## config.mk

```make
export PLATFORM = sky130hd
export DESIGN_NAME = nibble_swap_xor_tristate_exec
export DESIGN_NICKNAME = d
export VERILOG_FILES = /design/src/core/exec_pkg.sv /design/src/core/nibble_swap_xor_tristate_exec.sv
export SDC_FILE = /design/constraint.sdc
export NUM_CORES = 1
export LEC_CHECK = 0
export ABC_AREA = 1
export BUFFER_PORTS_ARGS = -buffer_cell sky130_fd_sc_hd__buf_2
export CORE_MARGIN = 1.5
export CORE_UTILIZATION = 30
export DETAILED_ROUTE_END_ITERATION = 16
export GPL_TIMING_DRIVEN = 0
export SLEW_MARGIN = 20
export SYNTH_ARGS = -nofsm -noshare
export SYNTH_HDL_FRONTEND = slang
export SYNTH_SLANG_ARGS = --single-unit
```

## constraint.sdc

```tcl
create_clock -name mclk -period 2 [get_ports mclk]
set_clock_uncertainty 0.2 [all_clocks]
set_input_delay 0.6 -clock mclk [delete_from_list [all_inputs] [get_ports mclk]]
set_output_delay 0.6 -clock mclk [all_outputs]
set_load 0.02 [all_outputs]
```

## src/core/exec_pkg.sv

```systemverilog
// constants for the swap / xor / tristate-load execute block
package exec_pkg;
    localparam int INSN_W = 14;
    localparam int DATA_W = 8;
    localparam int FADDR_W = 7;
    localparam int DEST_BIT = 7;
    localparam int TRISTATE_SEL_W = 3;
    // instruction field positions
    localparam int OPC_MSB = 13;
    localparam int OPC6_LSB = 8;
    localparam int OPC6_W = 6;
    localparam int OPC11_LSB = 3;
    localparam int OPC11_W = 11;
    localparam int NIB_W = 4;
    // opcode match fields
    localparam logic [5:0] SWAP_OPC = 6'h0e;   // 00 1110 dfff ffff
    localparam logic [5:0] XORLIT_OPC = 6'h3a; // 11 1010 kkkk kkkk
    localparam logic [5:0] XORF_OPC = 6'h06;   // 00 0110 dfff ffff
    localparam logic [10:0] TRISTATE_OPC = 11'h00c; // 00 0000 0110 0fff
    localparam logic [2:0] TRISTATE_MIN = 3'h5;
    localparam logic [2:0] TRISTATE_MAX = 3'h7;
    localparam logic [7:0] ACC_RST = 8'h00;
    localparam logic [7:0] TRISTATE_RST = 8'hff;
    localparam int TRISTATE_N = 3;
    typedef enum logic [2:0] {
        OP_NONE = 3'b000,
        OP_SWAP = 3'b001,
        OP_XORL = 3'b010,
        OP_XORF = 3'b011,
        OP_TLOAD = 3'b100
    } op_e;
endpackage

```

## src/core/nibble_swap_xor_tristate_exec.sv

```systemverilog
// decode and one-cycle execute: swap, xor literal, xor file, tristate load
// Contract
// RULE1: swap exchanges source register nibbles
// RULE2: swap destination bit selects accumulator/file; flags untouched
// RULE3: literal xor writes accumulator with accumulator xor literal
// RULE4: tristate load copies accumulator, operand 5..7
// RULE5: file xor writes destination, updates zero flag
// RULE6: file xor destination select; single cycle each
`default_nettype none
module nibble_swap_xor_tristate_exec
    import exec_pkg::*;
(
    // clock and reset
    input wire logic mclk,
    input wire logic rst,
    // instruction from fetch
    input wire logic insn_valid,
    input wire logic [INSN_W-1:0] insn,
    // register file read port (combinational, addressed by insn)
    output logic [FADDR_W-1:0] file_raddr,
    input wire logic [DATA_W-1:0] file_rdata,
    // register file write port
    output logic file_we,
    output logic [FADDR_W-1:0] file_waddr,
    output logic [DATA_W-1:0] file_wdata,
    // zero flag update
    output logic zero_we,
    output logic zero_val,
    // core state
    output logic [DATA_W-1:0] acc,
    output logic [DATA_W-1:0] tristate_5,
    output logic [DATA_W-1:0] tristate_6,
    output logic [DATA_W-1:0] tristate_7,
    // decode status
    output logic op_known
);
    // instruction fields
    logic [OPC6_W-1:0] opc6;
    logic [OPC11_W-1:0] opc11;
    logic [TRISTATE_SEL_W-1:0] tsel;
    logic [DATA_W-1:0] literal;
    logic dest;
    logic tsel_in_range;

    // decoded operation and its result
    op_e op;
    logic [DATA_W-1:0] swap_val;
    logic [DATA_W-1:0] result;
    logic writes_file;
    logic writes_acc;

    // accumulator
    logic [DATA_W-1:0] acc_r, acc_nxt;

    // file write port
    logic file_we_r, file_we_nxt;
    logic [FADDR_W-1:0] file_waddr_r, file_waddr_nxt;
    logic [DATA_W-1:0] file_wdata_r, file_wdata_nxt;

    // zero flag
    logic zero_we_r, zero_we_nxt;
    logic zero_val_r, zero_val_nxt;

    // tristate control bank, index 0 is register 5
    logic [DATA_W-1:0] tristate_r [TRISTATE_N];
    logic [DATA_W-1:0] tristate_nxt [TRISTATE_N];

    // the file address field doubles as the read address
    assign opc6 = insn[OPC_MSB:OPC6_LSB];
    assign opc11 = insn[OPC_MSB:OPC11_LSB];
    assign tsel = insn[TRISTATE_SEL_W-1:0];
    assign literal = insn[DATA_W-1:0];
    assign dest = insn[DEST_BIT];
    assign file_raddr = insn[FADDR_W-1:0];

    // operands below 5 are refused so a stray word cannot hit a port
    assign tsel_in_range = (tsel >= TRISTATE_MIN) &&
                           (tsel <= TRISTATE_MAX);

    // priority order is harmless: the opcode fields never overlap
    always_comb begin
        op = OP_NONE;
        if (insn_valid) begin
            if (opc6 == SWAP_OPC) begin
                op = OP_SWAP;
            end else if (opc6 == XORLIT_OPC) begin
                op = OP_XORL;
            end else if (opc6 == XORF_OPC) begin
                op = OP_XORF;
            end else if (opc11 == TRISTATE_OPC && tsel_in_range) begin
                op = OP_TLOAD; // see RULE4
            end
        end
    end
    assign op_known = (op != OP_NONE);

    // swap reads the file even when it lands in the accumulator
    assign swap_val = {file_rdata[NIB_W-1:0],
                       file_rdata[DATA_W-1:NIB_W]}; // see RULE1

    always_comb begin
        result = '0;
        writes_file = 1'b0;
        writes_acc = 1'b0;
        case (op)
            OP_SWAP: begin
                result = swap_val;
                writes_file = dest; // see RULE2
                writes_acc = !dest;
            end
            OP_XORL: begin
                result = acc_r ^ literal; // see RULE3
                writes_acc = 1'b1;
            end
            OP_XORF: begin
                result = acc_r ^ file_rdata; // see RULE5
                writes_file = dest; // see RULE6
                writes_acc = !dest;
            end
            default: begin
                result = '0;
            end
        endcase
    end

    // accumulator: every op retires at the edge it is presented on
    always_comb begin
        acc_nxt = acc_r;
        if (writes_acc) begin
            acc_nxt = result; // see RULE6
        end
    end

    always_ff @(posedge mclk or posedge rst) begin
        if (rst) begin
            acc_r <= ACC_RST;
        end else begin
            acc_r <= acc_nxt;
        end
    end

    // limitation: no forwarding here; a write followed by a read of the
    // same register relies on the register file to bypass its own write
    // address and data hold after the strobe; only file_we pulses
    always_comb begin
        file_we_nxt = 1'b0;
        file_waddr_nxt = file_waddr_r;
        file_wdata_nxt = file_wdata_r;
        if (writes_file) begin
            file_we_nxt = 1'b1;
            file_waddr_nxt = insn[FADDR_W-1:0];
            file_wdata_nxt = result;
        end
    end

    always_ff @(posedge mclk or posedge rst) begin
        if (rst) begin
            file_we_r <= 1'b0;
            file_waddr_r <= '0;
            file_wdata_r <= '0;
        end else begin
            file_we_r <= file_we_nxt;
            file_waddr_r <= file_waddr_nxt;
            file_wdata_r <= file_wdata_nxt;
        end
    end

    // only the file xor moves the flag; literal xor has no status to give
    always_comb begin
        zero_we_nxt = 1'b0;
        zero_val_nxt = zero_val_r;
        if (op == OP_XORF) begin
            zero_we_nxt = 1'b1;
            zero_val_nxt = (result == '0); // see RULE5
        end
    end

    always_ff @(posedge mclk or posedge rst) begin
        if (rst) begin
            zero_we_r <= 1'b0;
            zero_val_r <= 1'b0;
        end else begin
            zero_we_r <= zero_we_nxt;
            zero_val_r <= zero_val_nxt;
        end
    end

    // one load strobe per register, picked by the operand offset
    for (genvar g = 0; g < TRISTATE_N; g++) begin : g_tristate
        logic hit;

        assign hit = (op == OP_TLOAD) &&
                     (tsel == TRISTATE_SEL_W'(TRISTATE_MIN + g));

        always_comb begin
            tristate_nxt[g] = tristate_r[g];
            if (hit) begin
                tristate_nxt[g] = acc_r; // see RULE4
            end
        end

        always_ff @(posedge mclk or posedge rst) begin
            if (rst) begin
                tristate_r[g] <= TRISTATE_RST;
            end else begin
                tristate_r[g] <= tristate_nxt[g];
            end
        end
    end

    assign acc = acc_r;
    assign file_we = file_we_r;
    assign file_waddr = file_waddr_r;
    assign file_wdata = file_wdata_r;
    assign zero_we = zero_we_r;
    assign zero_val = zero_val_r;

    // bank entries brought out one port per register for the pin logic
    assign tristate_5 = tristate_r[0];
    assign tristate_6 = tristate_r[1];
    assign tristate_7 = tristate_r[2];
endmodule
`default_nettype wire

```

Word level (Yosys, flattened, before mapping)
Index checks and enable logic that the tools add are counted.
Operators by class
  eq/ne operators: 11
  bitwise gates (word level): 2
  multiplexer cells: 10
  order comparisons: 2
  reductions and logical operators: 9
Operators by type and width (count)
  $pmux W8 S3: 1
  $xor A8 B8 Y8: 2
  $mux W3: 5
  $eq A3 B3 Y1 const B: 4
  $eq A11 B4 Y1 const B: 1
  $logic_not A8 Y1: 1
  $eq A3 B2 Y1 const B: 2
  $eq A6 B3 Y1 const B: 1
  $eq A6 B4 Y1 const B: 1
  $eq A6 B6 Y1 const B: 1
  $logic_and A1 B1 Y1: 5
  $eq A3 B1 Y1 const B: 1
  $ge A3 B3 Y1 const B: 1
  $le A3 B3 Y1 const B: 1
  $mux W1: 3
  $reduce_bool A3 Y1: 1
  $pmux W1 S2: 1
  $reduce_or A2 Y1: 1
  $logic_not A1 Y1: 1
Storage, ports and cells
  input bits: 25
  output and inout port bits: 58
  bits in registers: 50
  logic and storage cells: 43

Longest topological paths before layout
Gate-level depths: netlist of run 1.
  depth in word-level cells: 12
  mapped depth: 14
  mapped depth without buffers: 13

Least setup slack after synthesis of run 1
Ideal clock, no wire load.
  kind: input port to output port
  start point: in insn[12]
  end point: out op_known
  data required time: 1.200 ns
  path slack: -0.298 ns
  path buffers: 0
  data arrival time: 1.498 ns
  stages: 4
  path through: nor2_2 > nand3_1 > nor4_4 > nand3b_1
On the way
  word-level cells in the longest chain between the ends: 8
  elaborated cells on any way between the ends: 11
RTL lines
  start: declaration: line nibble_swap_xor_tristate_exec.sv:18  | input wire logic [INSN_W-1:0] insn,
  $eq A11 B4 Y1: line nibble_swap_xor_tristate_exec.sv:90  | end else if (opc11 == TRISTATE_OPC && tsel_in_range) begin
  $logic_and A1 B1 Y1: line nibble_swap_xor_tristate_exec.sv:90
  $mux W3: line nibble_swap_xor_tristate_exec.sv:90
  $mux W3: line nibble_swap_xor_tristate_exec.sv:88  | end else if (opc6 == XORF_OPC) begin
  $mux W3: line nibble_swap_xor_tristate_exec.sv:86  | end else if (opc6 == XORLIT_OPC) begin
  $mux W3 *: line nibble_swap_xor_tristate_exec.sv:84  | if (opc6 == SWAP_OPC) begin
  $mux W3 *: line nibble_swap_xor_tristate_exec.sv:83  | if (insn_valid) begin
  $reduce_bool A3 Y1 *: line nibble_swap_xor_tristate_exec.sv:95  | assign op_known = (op != OP_NONE);
  end: declaration: line nibble_swap_xor_tristate_exec.sv:35  | output logic op_known
Every way passes the cells marked *; elsewhere a longest branch is shown, timed or not.

Worst setup path after layout of run 1
  start point: in insn[13]
  end point: out op_known
The elaborated chain is that of the path after synthesis.

==> results.toml, run 1 <==
[floorplan]
die_x_um = 95.5
core_um2 = 8260
start_util_pct = 31.1
fp.dieArea_um2 = 9120
rows = 33
pin_count = 83
die_h_um = 95.5

[yosys]
synthTopCellsByArea = "dfrtp_1 25%, dfstp_2 25%, nand2_1 11%"
yosys_warnings = 0
ys_ff_latch = 50
netlist_area_um2 = 2570
synth_top_flop_cell = "dfrtp_1"
synth-seq-area-share_pct = 49.9
synth_cell_types = 30
synthTopCellsByCount = "74 x nand2_1, 36 x inv_1, 26 x dfrtp_1"
yosysTopAreaCell = "dfrtp_1"
synth.most_common_cell = "nand2_1"
synthArstFlopShare_pct = 100
synth_edf_count = 0
synth_top_cell_area_share_pct = 25.3
syn-mean-instance-area_um2 = 8.82
syn_nets = 316
syn_inst = 291

[clock_network]
root_buffer = "clkbuf_8"
clockBufferDepth = 2
numCtsBuffers = 5
cts_sinks = 50
path_clk_slew_ns = 0.09
htreeDepth = 2
insertion_delay_ns = 0.30
cts_tree = "built"

[pwr]
clock_power_share_pct = 26.8
p_comb_share_pct = 22.6
p_sw_uw = 768
p_total_mw = 2.33
seq_power_share_pct = 50.6
cellLeakagePower_nw = 1.79
peakVddDrop_v = 0.000287
swShare_pct = 33.0
p_int_mw = 1.56
p_per_area_nw_per_um2 = 691

[final_layout]
stdcell_area_um2 = 3370
multi_input_area_um2 = 1090
final_util_pct = 40.8
area_delta_synth_final_pct = 31.2
seq_area_um2 = 1280
final_cells = 495
num_antenna_cells = 0
fillCellCount = 869
finalNetCount = 414
layout-drive-gt1-share_pct = 44.9

[worst_setup_path]
required_ns = 1.20
r2r_start = "acc[1]"
startpoint_type = "input pin"
cp_data_arrival_time_ns = 1.54
r2r_slack_ns = 0.49
worst_setup_path_end_kind = "primary output"
path_max_fanout = 3
r2r-end = "zero_val"
rr_worst_depth = 7
crit_type = "in -> out"

[timing]
max_slew_margin_pct = 74.4
hold_viol = 0
max_clock_freq_ghz = 0.427
slew_viol_final = 0
tns_ns = -0.407
setup_ws_ns = -0.342
min_period_ns = 2.34
rsz0062_at_grt = "true"
fin_crit_sh_pct = 117
worst_pin_slew_ns = 0.383
whs_ns = 0.0631
setup_viol = 2

[placed_design]
post-place-cells = 479
dp_slack_ns = -0.618
place.port_buffers = 82
place_congestion = 0.817
placed_cell_area_um2 = 3140
dp_hpwl_mm = 5.43

[grt]
grt_pass1_wl_mm = 11.1
grt_pass1_vias = 2209
grt_overflow = 0
grt.total_usage_pct = 16.2
antenna_found_initial = 0
grt_max_degree = 36

[drt]
wl_per_cell_um = 14.2
totalWireLength_mm = 7.02
drt-pass1-iter-count = 4
ant_nets = 0
vias_per_cell = 4.64
drc = 0
dr.first_iter.drc_count = 125
num_vias = 2295

[run_status]
status = "complete, but fails checks"
violations = "setup timing"

[worst_hold_path]
hp-class = "in -> async"

[run]
drv_cap = 0
layout by cell type, fill, tap and decap left out, types with 2 or more instances in the layout:
cell and instances:
buf_2 80, nand2_1 72, inv_1 33, dfrtp_1 26, dfstp_2 24, buf_4 16
o21ai_0 15, o21ai_1 15, nand3_1 14, nor2_1 12, nand4_1 9, nand3_2 8
a31oi_1 8, mux2i_1 8, nand2_2 7, clkbuf_8 6, inv_2 5, nor2_2 4
buf_6 4, nor2_4 3, nand2_4 3, nor2_8 2, nand3_4 2, buf_8 2
worst max-delay path by stage:
stage             start  endpoint  slack, ns  cells past startpoint
4_1_cts         insn[0]  op_known      -0.44                      7
6_report       insn[13]  op_known      -0.34                      6
3_5_place_dp    insn[0]  op_known      -0.62                      7
5_1_grt         insn[8]  op_known      -0.42                      6
2_1_floorplan   insn[0]  op_known      -0.28                      5
3_3_place_gp        rst    acc[0]      -0.65                      2
what timing repair did:
action                     in CTS  in global routing
hold buffers                    0                  0
gates resized for setup        13                  8
setup endpoints to repair      31                 42
buffers inserted                7                  2
pin swaps                       6                  4
flip-flops by register name (all words and copies together) (netlist names):
name and cells:
acc 8, zero_val 1, tristate_7 8, file_wdata 8, file_we 1, tristate_5 8, tristate_6 8, file_waddr 7
zero_we 1
metal layers:
| metal | global-route usage [%] | up-vias | wire [um] |
|---|---|---|---|
| met5 | 0 | - | 0 |
| met4 | 3.19 | 0 | 44 |
| met3 | 3.51 | 5 | 402 |
| met2 | 26.8 | 64 | 3430 |
| met1 | 21.8 | 1088 | 3140 |
| li1 | - | 1138 | - |
cell type report:
| type | instances | area share [%] |
|---|---|---|
| tap | 105 | 3.90 |
| timing repair buffer | 92 | 15.7 |
| multi-input combinational | 188 | 32.2 |
| inverter | 39 | 4.46 |
| sequential | 50 | 38.0 |
| clock buffer | 6 | 2.45 |
| buffer | 13 | 2.86 |
| clock inverter | 2 | 0.334 |
critical path: stages:
cell      delay, ns
buf_6          0.10
nor2_4         0.13
nand3_2        0.11
nor4_4         0.29
nand3b_1       0.18
buf_6          0.13
power by group through the flow:
stage	sequential, mW	clock (mW)	combinational [mW]
after floorplan	1.29	0	0.207
after global placement	1.19	0	0.506
after detailed placement	1.20	0	0.514
after CTS	1.18	0.642	0.529
after global routing	1.19	0.684	0.584
final	1.18	0.624	0.526
kinds of logic (layout without fill, tap and decap cells):
logic type | after synthesis | after routing | synth area share, %
compound gates | 41 | 41 | 8.87
buf+inv | 53 | 152 | 9.41
flops | 50 | 50 | 49.9
mux | 8 | 8 | 3.12
simple gates | 139 | 139 | 28.7
No activity file was read; power rests on OpenSTA's default activity.
==> inputs of run 2 (changes only) <==
Settings changed: CTS_BUF_LIST from default to sky130_fd_sc_hd__clkbuf_16.
==> run 2 against run 1 <==
  * The flow still finishes with violations (setup timing)
  * Core utilization is 0.50 points higher
  * Via count increased by 0.39%
  * Sequential cell count unchanged
  * Sequential power about the same
  * Count of clock-buffer cells in the layout fell by 1
  * Hold slack improved by 0.023 ns
  * Global-route usage down 0.20 points
  * Die area stayed put
  * Final area up 1.2%
  * Final cell count is the same
  * First-iteration DRC count is 23% lower
  * Total power rose by 8.6%
  * Critical endpoint unchanged
  * Largest power group unchanged
==> results.toml, run 2 (synthesized netlist as in run 1, its figures left out) <==
[worst_setup_path]
startpoint_type = "input pin"
crit_chain = "buf_6 > nor2_4 > nand3_2 > nor4_4 > nand3b_1 > buf_6"
required_ns = 1.20
crit_type = "in -> out"
worst_setup_path_end_kind = "primary output"
path_common_cell = "buf_6"
cp_data_arrival_time_ns = 1.55
path_max_fanout = 3
cp_slowest_cell = "nor4_4"
critPathMaxStageDelay_ns = 0.29

[pwr]
swShare_pct = 31.2
seq_power_share_pct = 46.6
cellLeakagePower_nw = 1.81
p_per_area_nw_per_um2 = 741
p_sw_uw = 788
p_int_mw = 1.74
p_total_mw = 2.53
peakVddDrop_v = 0.000356
clock_power_share_pct = 32.6
p_comb_share_pct = 20.7

[placed_design]
place_congestion = 0.817
dp_hpwl_mm = 5.43
placed_cell_area_um2 = 3140
place.port_buffers = 82
dp_slack_ns = -0.618

[drt]
wl_per_cell_um = 14.2
ant_nets = 0
vias_per_cell = 4.65
totalWireLength_mm = 7.01
num_vias = 2304
drt-pass1-iter-count = 4
dr.first_iter.drc_count = 96
drc = 0

[final_layout]
fillCellCount = 863
final_util_pct = 41.3
seq_area_um2 = 1280
multi_input_area_um2 = 1080
finalNetCount = 414
final_cell_mix = "80 x buf_2, 72 x nand2_1, 33 x inv_1"
area_delta_synth_final_pct = 32.8
layout-drive-gt1-share_pct = 44.4
stdcell_area_um2 = 3410
final_common_cell = "buf_2"
num_antenna_cells = 0

[timing]
max_slew_margin_pct = 73.7
min_period_ns = 2.35
rsz0062_at_grt = "true"
whs_ns = 0.0863
fin_crit_sh_pct = 117
setup_viol = 4
slew_viol_final = 0
hold_viol = 0
worst_pin_slew_ns = 0.393
setup_ws_ns = -0.348
max_clock_freq_ghz = 0.426

[floorplan]
pin_count = 83
die_x_um = 95.5
start_util_pct = 31.1
rows = 33
fp.dieArea_um2 = 9120
die_h_um = 95.5
core_um2 = 8260

[grt]
grt_pass1_wl_mm = 11.0
grt-busiest-layer = "met2"
antenna_found_initial = 0
use_met1_pct = 21.4
grtUsageMet2_pct = 26.5
met3_usage_pct = 3.03
grt_overflow = 0
grt.total_usage_pct = 16.0
grt_max_degree = 36
grt_pass1_vias = 2204

[worst_hold_path]
hp-class = "in -> async"

[clock_network]
htreeDepth = 2
numCtsBuffers = 5
root_buffer = "clkbuf_16"
cts_tree = "built"
insertion_delay_ns = 0.28
cts_sinks = 50
path_clk_slew_ns = 0.07
cts-hold-fix-buffers = 0
clockBufferDepth = 2

[run_status]
violations = "setup timing"
status = "complete, but fails checks"

[run]
drv_cap = 0
-- run 2: stage by stage --
stage,cells,setup TNS (ns)
after floorplan,291,-0.833
after global placement,478,-39.14
after detailed placement,479,-17.32
after CTS,493,-0.953
after global routing,495,-2.42
final,495,-0.458
-- run 2: final timing paths --
path                       slack, ns     startpoint  cells after the start             to
min in group mclk               0.27  file_waddr[6]                      2  file_waddr[6]
min                             0.09            rst                      2  file_wdata[1]
max in group asynchronous       0.93            rst                      3  tristate_5[2]
max                            -0.35       insn[13]                      6       op_known
min reg2reg                     0.27  file_waddr[6]                      2  file_waddr[6]
max reg2reg                     0.50         acc[1]                      7       zero_val
-- run 2: routing by layer --
| metal | vias to the layer above | part of all wire, % |
|---|---|---|
| met2 | 66 | 48 |
| met4 | 0 | 0.93 |
| li1 | 1138 | - |
| met1 | 1092 | 45 |
| met3 | 8 | 6.0 |
| met5 | - | 0 |
-- run 2: power groups by stage --
stage	Clock, mW	Sequential, mW	Combinational [mW]
6_report	0.825	1.18	0.523
5_1_grt	0.889	1.19	0.582
4_1_cts	0.853	1.18	0.529
3_5_place_dp	0	1.20	0.514
3_3_place_gp	0	1.19	0.506
2_1_floorplan	0	1.29	0.207
-- run 2: worst max-delay path, delay by kind of cell --
family                 cells  cell delay [ns]
buffers and inverters      2             0.23
and+or+nand+nor            4             0.71
-- run 2: timing repair --
item,CTS,global route
buffers inserted,7,2
pin swaps,6,4
endpoints found under the setup margin,34,44
gates resized for setup,13,7
-- run 2: final cells by class --
| class | count | share of cell area, % |
|---|---|---|
| sequential | 50 | 37.6 |
| multi-input combinational | 188 | 31.7 |
| timing repair buffer | 92 | 15.6 |
| inverter | 39 | 4.40 |
| tap | 105 | 3.85 |
| clock buffer | 5 | 3.67 |
| buffer | 13 | 2.82 |
| clock inverter | 3 | 0.440 |
==> inputs of run 3 (changes only) <==
Settings changed: SETUP_SLACK_MARGIN from default to 0.3.
Clock period 2 ns to 2.4 ns, I/O delays scaled along.
==> run 3 against run 2 <==
  * The flow still finishes with violations (setup timing)
  * Total power is 16% lower
  * Final area is 4.8% higher
  * Via count is 0.78% higher
  * Combinational power is 15% lower
  * Global-route usage is 0.15 points higher
  * Core utilization is 2.0 points higher
  * Sequential power is 17% lower
  * Hold slack better by 0.12 ns
  * Final cell count is 1.2% higher
  * Clock power is 16% lower
  * Register-to-register slack better by 0.39 ns
  * Critical endpoint unchanged
==> results.toml, run 3 (synthesized netlist as in run 1, its figures left out) <==
[run_status]
status = "complete, but fails checks"
violations = "setup timing"

[floorplan]
core_um2 = 8260
rows = 33
pin_count = 83
die_x_um = 95.5
die_h_um = 95.5
start_util_pct = 31.1
fp.dieArea_um2 = 9120

[drt]
dr.first_iter.drc_count = 92
drt-met1-wl_mm = 3.23
drc = 0
wl_per_cell_um = 14.7
totalWireLength_mm = 7.34
wl_met3_um = 433
ant_nets = 0
vias_per_cell = 4.63
drt-pass1-iter-count = 4
num_vias = 2322
top_layer_used = "met4"
route.met2.wl_mm = 3.62

[timing]
slew_viol_final = 0
min_period_ns = 2.58
fin_crit_sh_pct = 108
hold_viol = 0
worst_pin_slew_ns = 0.382
setup_viol = 1
setup_ws_ns = -0.182
rsz0062_at_grt = "true"
max_clock_freq_ghz = 0.387
max_slew_margin_pct = 74.5

[final_layout]
finalNetCount = 420
stdcell_area_um2 = 3570
area_delta_synth_final_pct = 39.2
fillCellCount = 851
final_common_cell = "buf_2"
layout-drive-gt1-share_pct = 47.7
final_cell_mix = "79 x buf_2, 69 x nand2_1, 33 x inv_1"
final_cells = 501
num_antenna_cells = 0

[pwr]
peakVddDrop_v = 0.000300
p_int_mw = 1.45
swShare_pct = 31.6
p_per_area_nw_per_um2 = 592
clock_power_share_pct = 32.6
seq_power_share_pct = 46.4
p_sw_uw = 668
p_total_mw = 2.12
cellLeakagePower_nw = 1.88
p_comb_share_pct = 21.0

[worst_setup_path]
path_common_cell = "buf_6"
crit_chain = "buf_6 > nor2_4 > nand3_2 > nor4_4 > nand3b_1 > buf_6"
r2r_slack_ns = 0.89
worst_setup_path_end_kind = "primary output"
r2r-end = "zero_val"
path_max_fanout = 3
required_ns = 1.48
cpLargestDelayFamily = "simple AND/OR/NAND/NOR gates"
crit_buf_inv = 2
critPathMaxStageDelay_ns = 0.29
rr_worst_depth = 7
crit_type = "in -> out"
cp_slowest_cell = "nor4_4"
critPathLaunch = "insn[13]"
cp_data_arrival_time_ns = 1.66
startpoint_type = "input pin"
r2r_start = "acc[1]"

[clock_network]
clockBufferDepth = 2
insertion_delay_ns = 0.29
cts_sinks = 50
htreeDepth = 2
numCtsBuffers = 5
root_buffer = "clkbuf_16"
path_clk_slew_ns = 0.07
cts_tree = "built"

[grt]
antenna_found_initial = 0
grt.total_usage_pct = 16.1
grt_overflow = 0
grt_max_degree = 36
grt_pass1_wl_mm = 11.1
grt_pass1_vias = 2209

[placed_design]
place.port_buffers = 82
post-place-cells = 479
placed_cell_area_um2 = 3140
place_congestion = 0.817
dp_hpwl_mm = 5.43

[run]
drv_cap = 0

[worst_hold_path]
hp-class = "in -> async"
## run 3: layout make-up
cell class              instances  area, um2  share of cell area (%)
flip-flops and latches         50       1280                    35.9
multi-input cells             188       1140                    31.9
plain buffers                  14        119                    3.33
clock buffers                   5        125                    3.50
repair buffers                 97        612                    17.1
inverters                      39        150                    4.20
clock inverters                 3       15.0                   0.420
well taps                     105        131                    3.68
## run 3: worst max path at each step
stage	endpoint	slack, ns	depth (start not counted)
finish	op_known	-0.18	6
global route	op_known	-0.26	6
CTS	op_known	-0.28	7
detailed placement	op_known	-0.46	7
global placement	op_known	-0.46	7
floorplan	op_known	-0.12	5
## run 3: timing repair
action                                 in CTS  in global routing
endpoints found under the hold margin       0                  0
setup buffers                               7                  6
hold buffers                                0                  0
setup endpoints to repair                  44                 45
gates cloned                                0                  1
pin swaps                                   6                  6
gates resized for setup                    15                 31
## run 3: metal layers
metal / global-route usage [%] / vias to the layer above
li1: - / 1146
met1: 21.7 / 1097
met2: 26.7 / 73
met3: 3.03 / 6
met4: 3.92 / 0
met5: 0 / -
## run 3: power groups by stage
stage          sequential [mW]  clock, mW  combinational (mW)
6_report                 0.982      0.690               0.445
5_1_grt                  0.993      0.741               0.493
4_1_cts                  0.983      0.711               0.441
3_5_place_dp             0.996          0               0.429
3_3_place_gp             0.994          0               0.421
2_1_floorplan             1.07          0               0.173
## run 3: stage by stage
step / TNS [ns] / util (%) / setup slack, ns / hold WS (ns)
floorplan: -0.116 / - / -0.116 / 0.305
global route: -0.263 / 43.3 / -0.263 / 0.240
detailed placement: -3.64 / 38.0 / -0.458 / 0.259
CTS: -0.277 / 41.0 / -0.277 / 0.218
global placement: -12.91 / 37.8 / -0.457 / 0.255
finish: -0.182 / 43.3 / -0.182 / 0.205
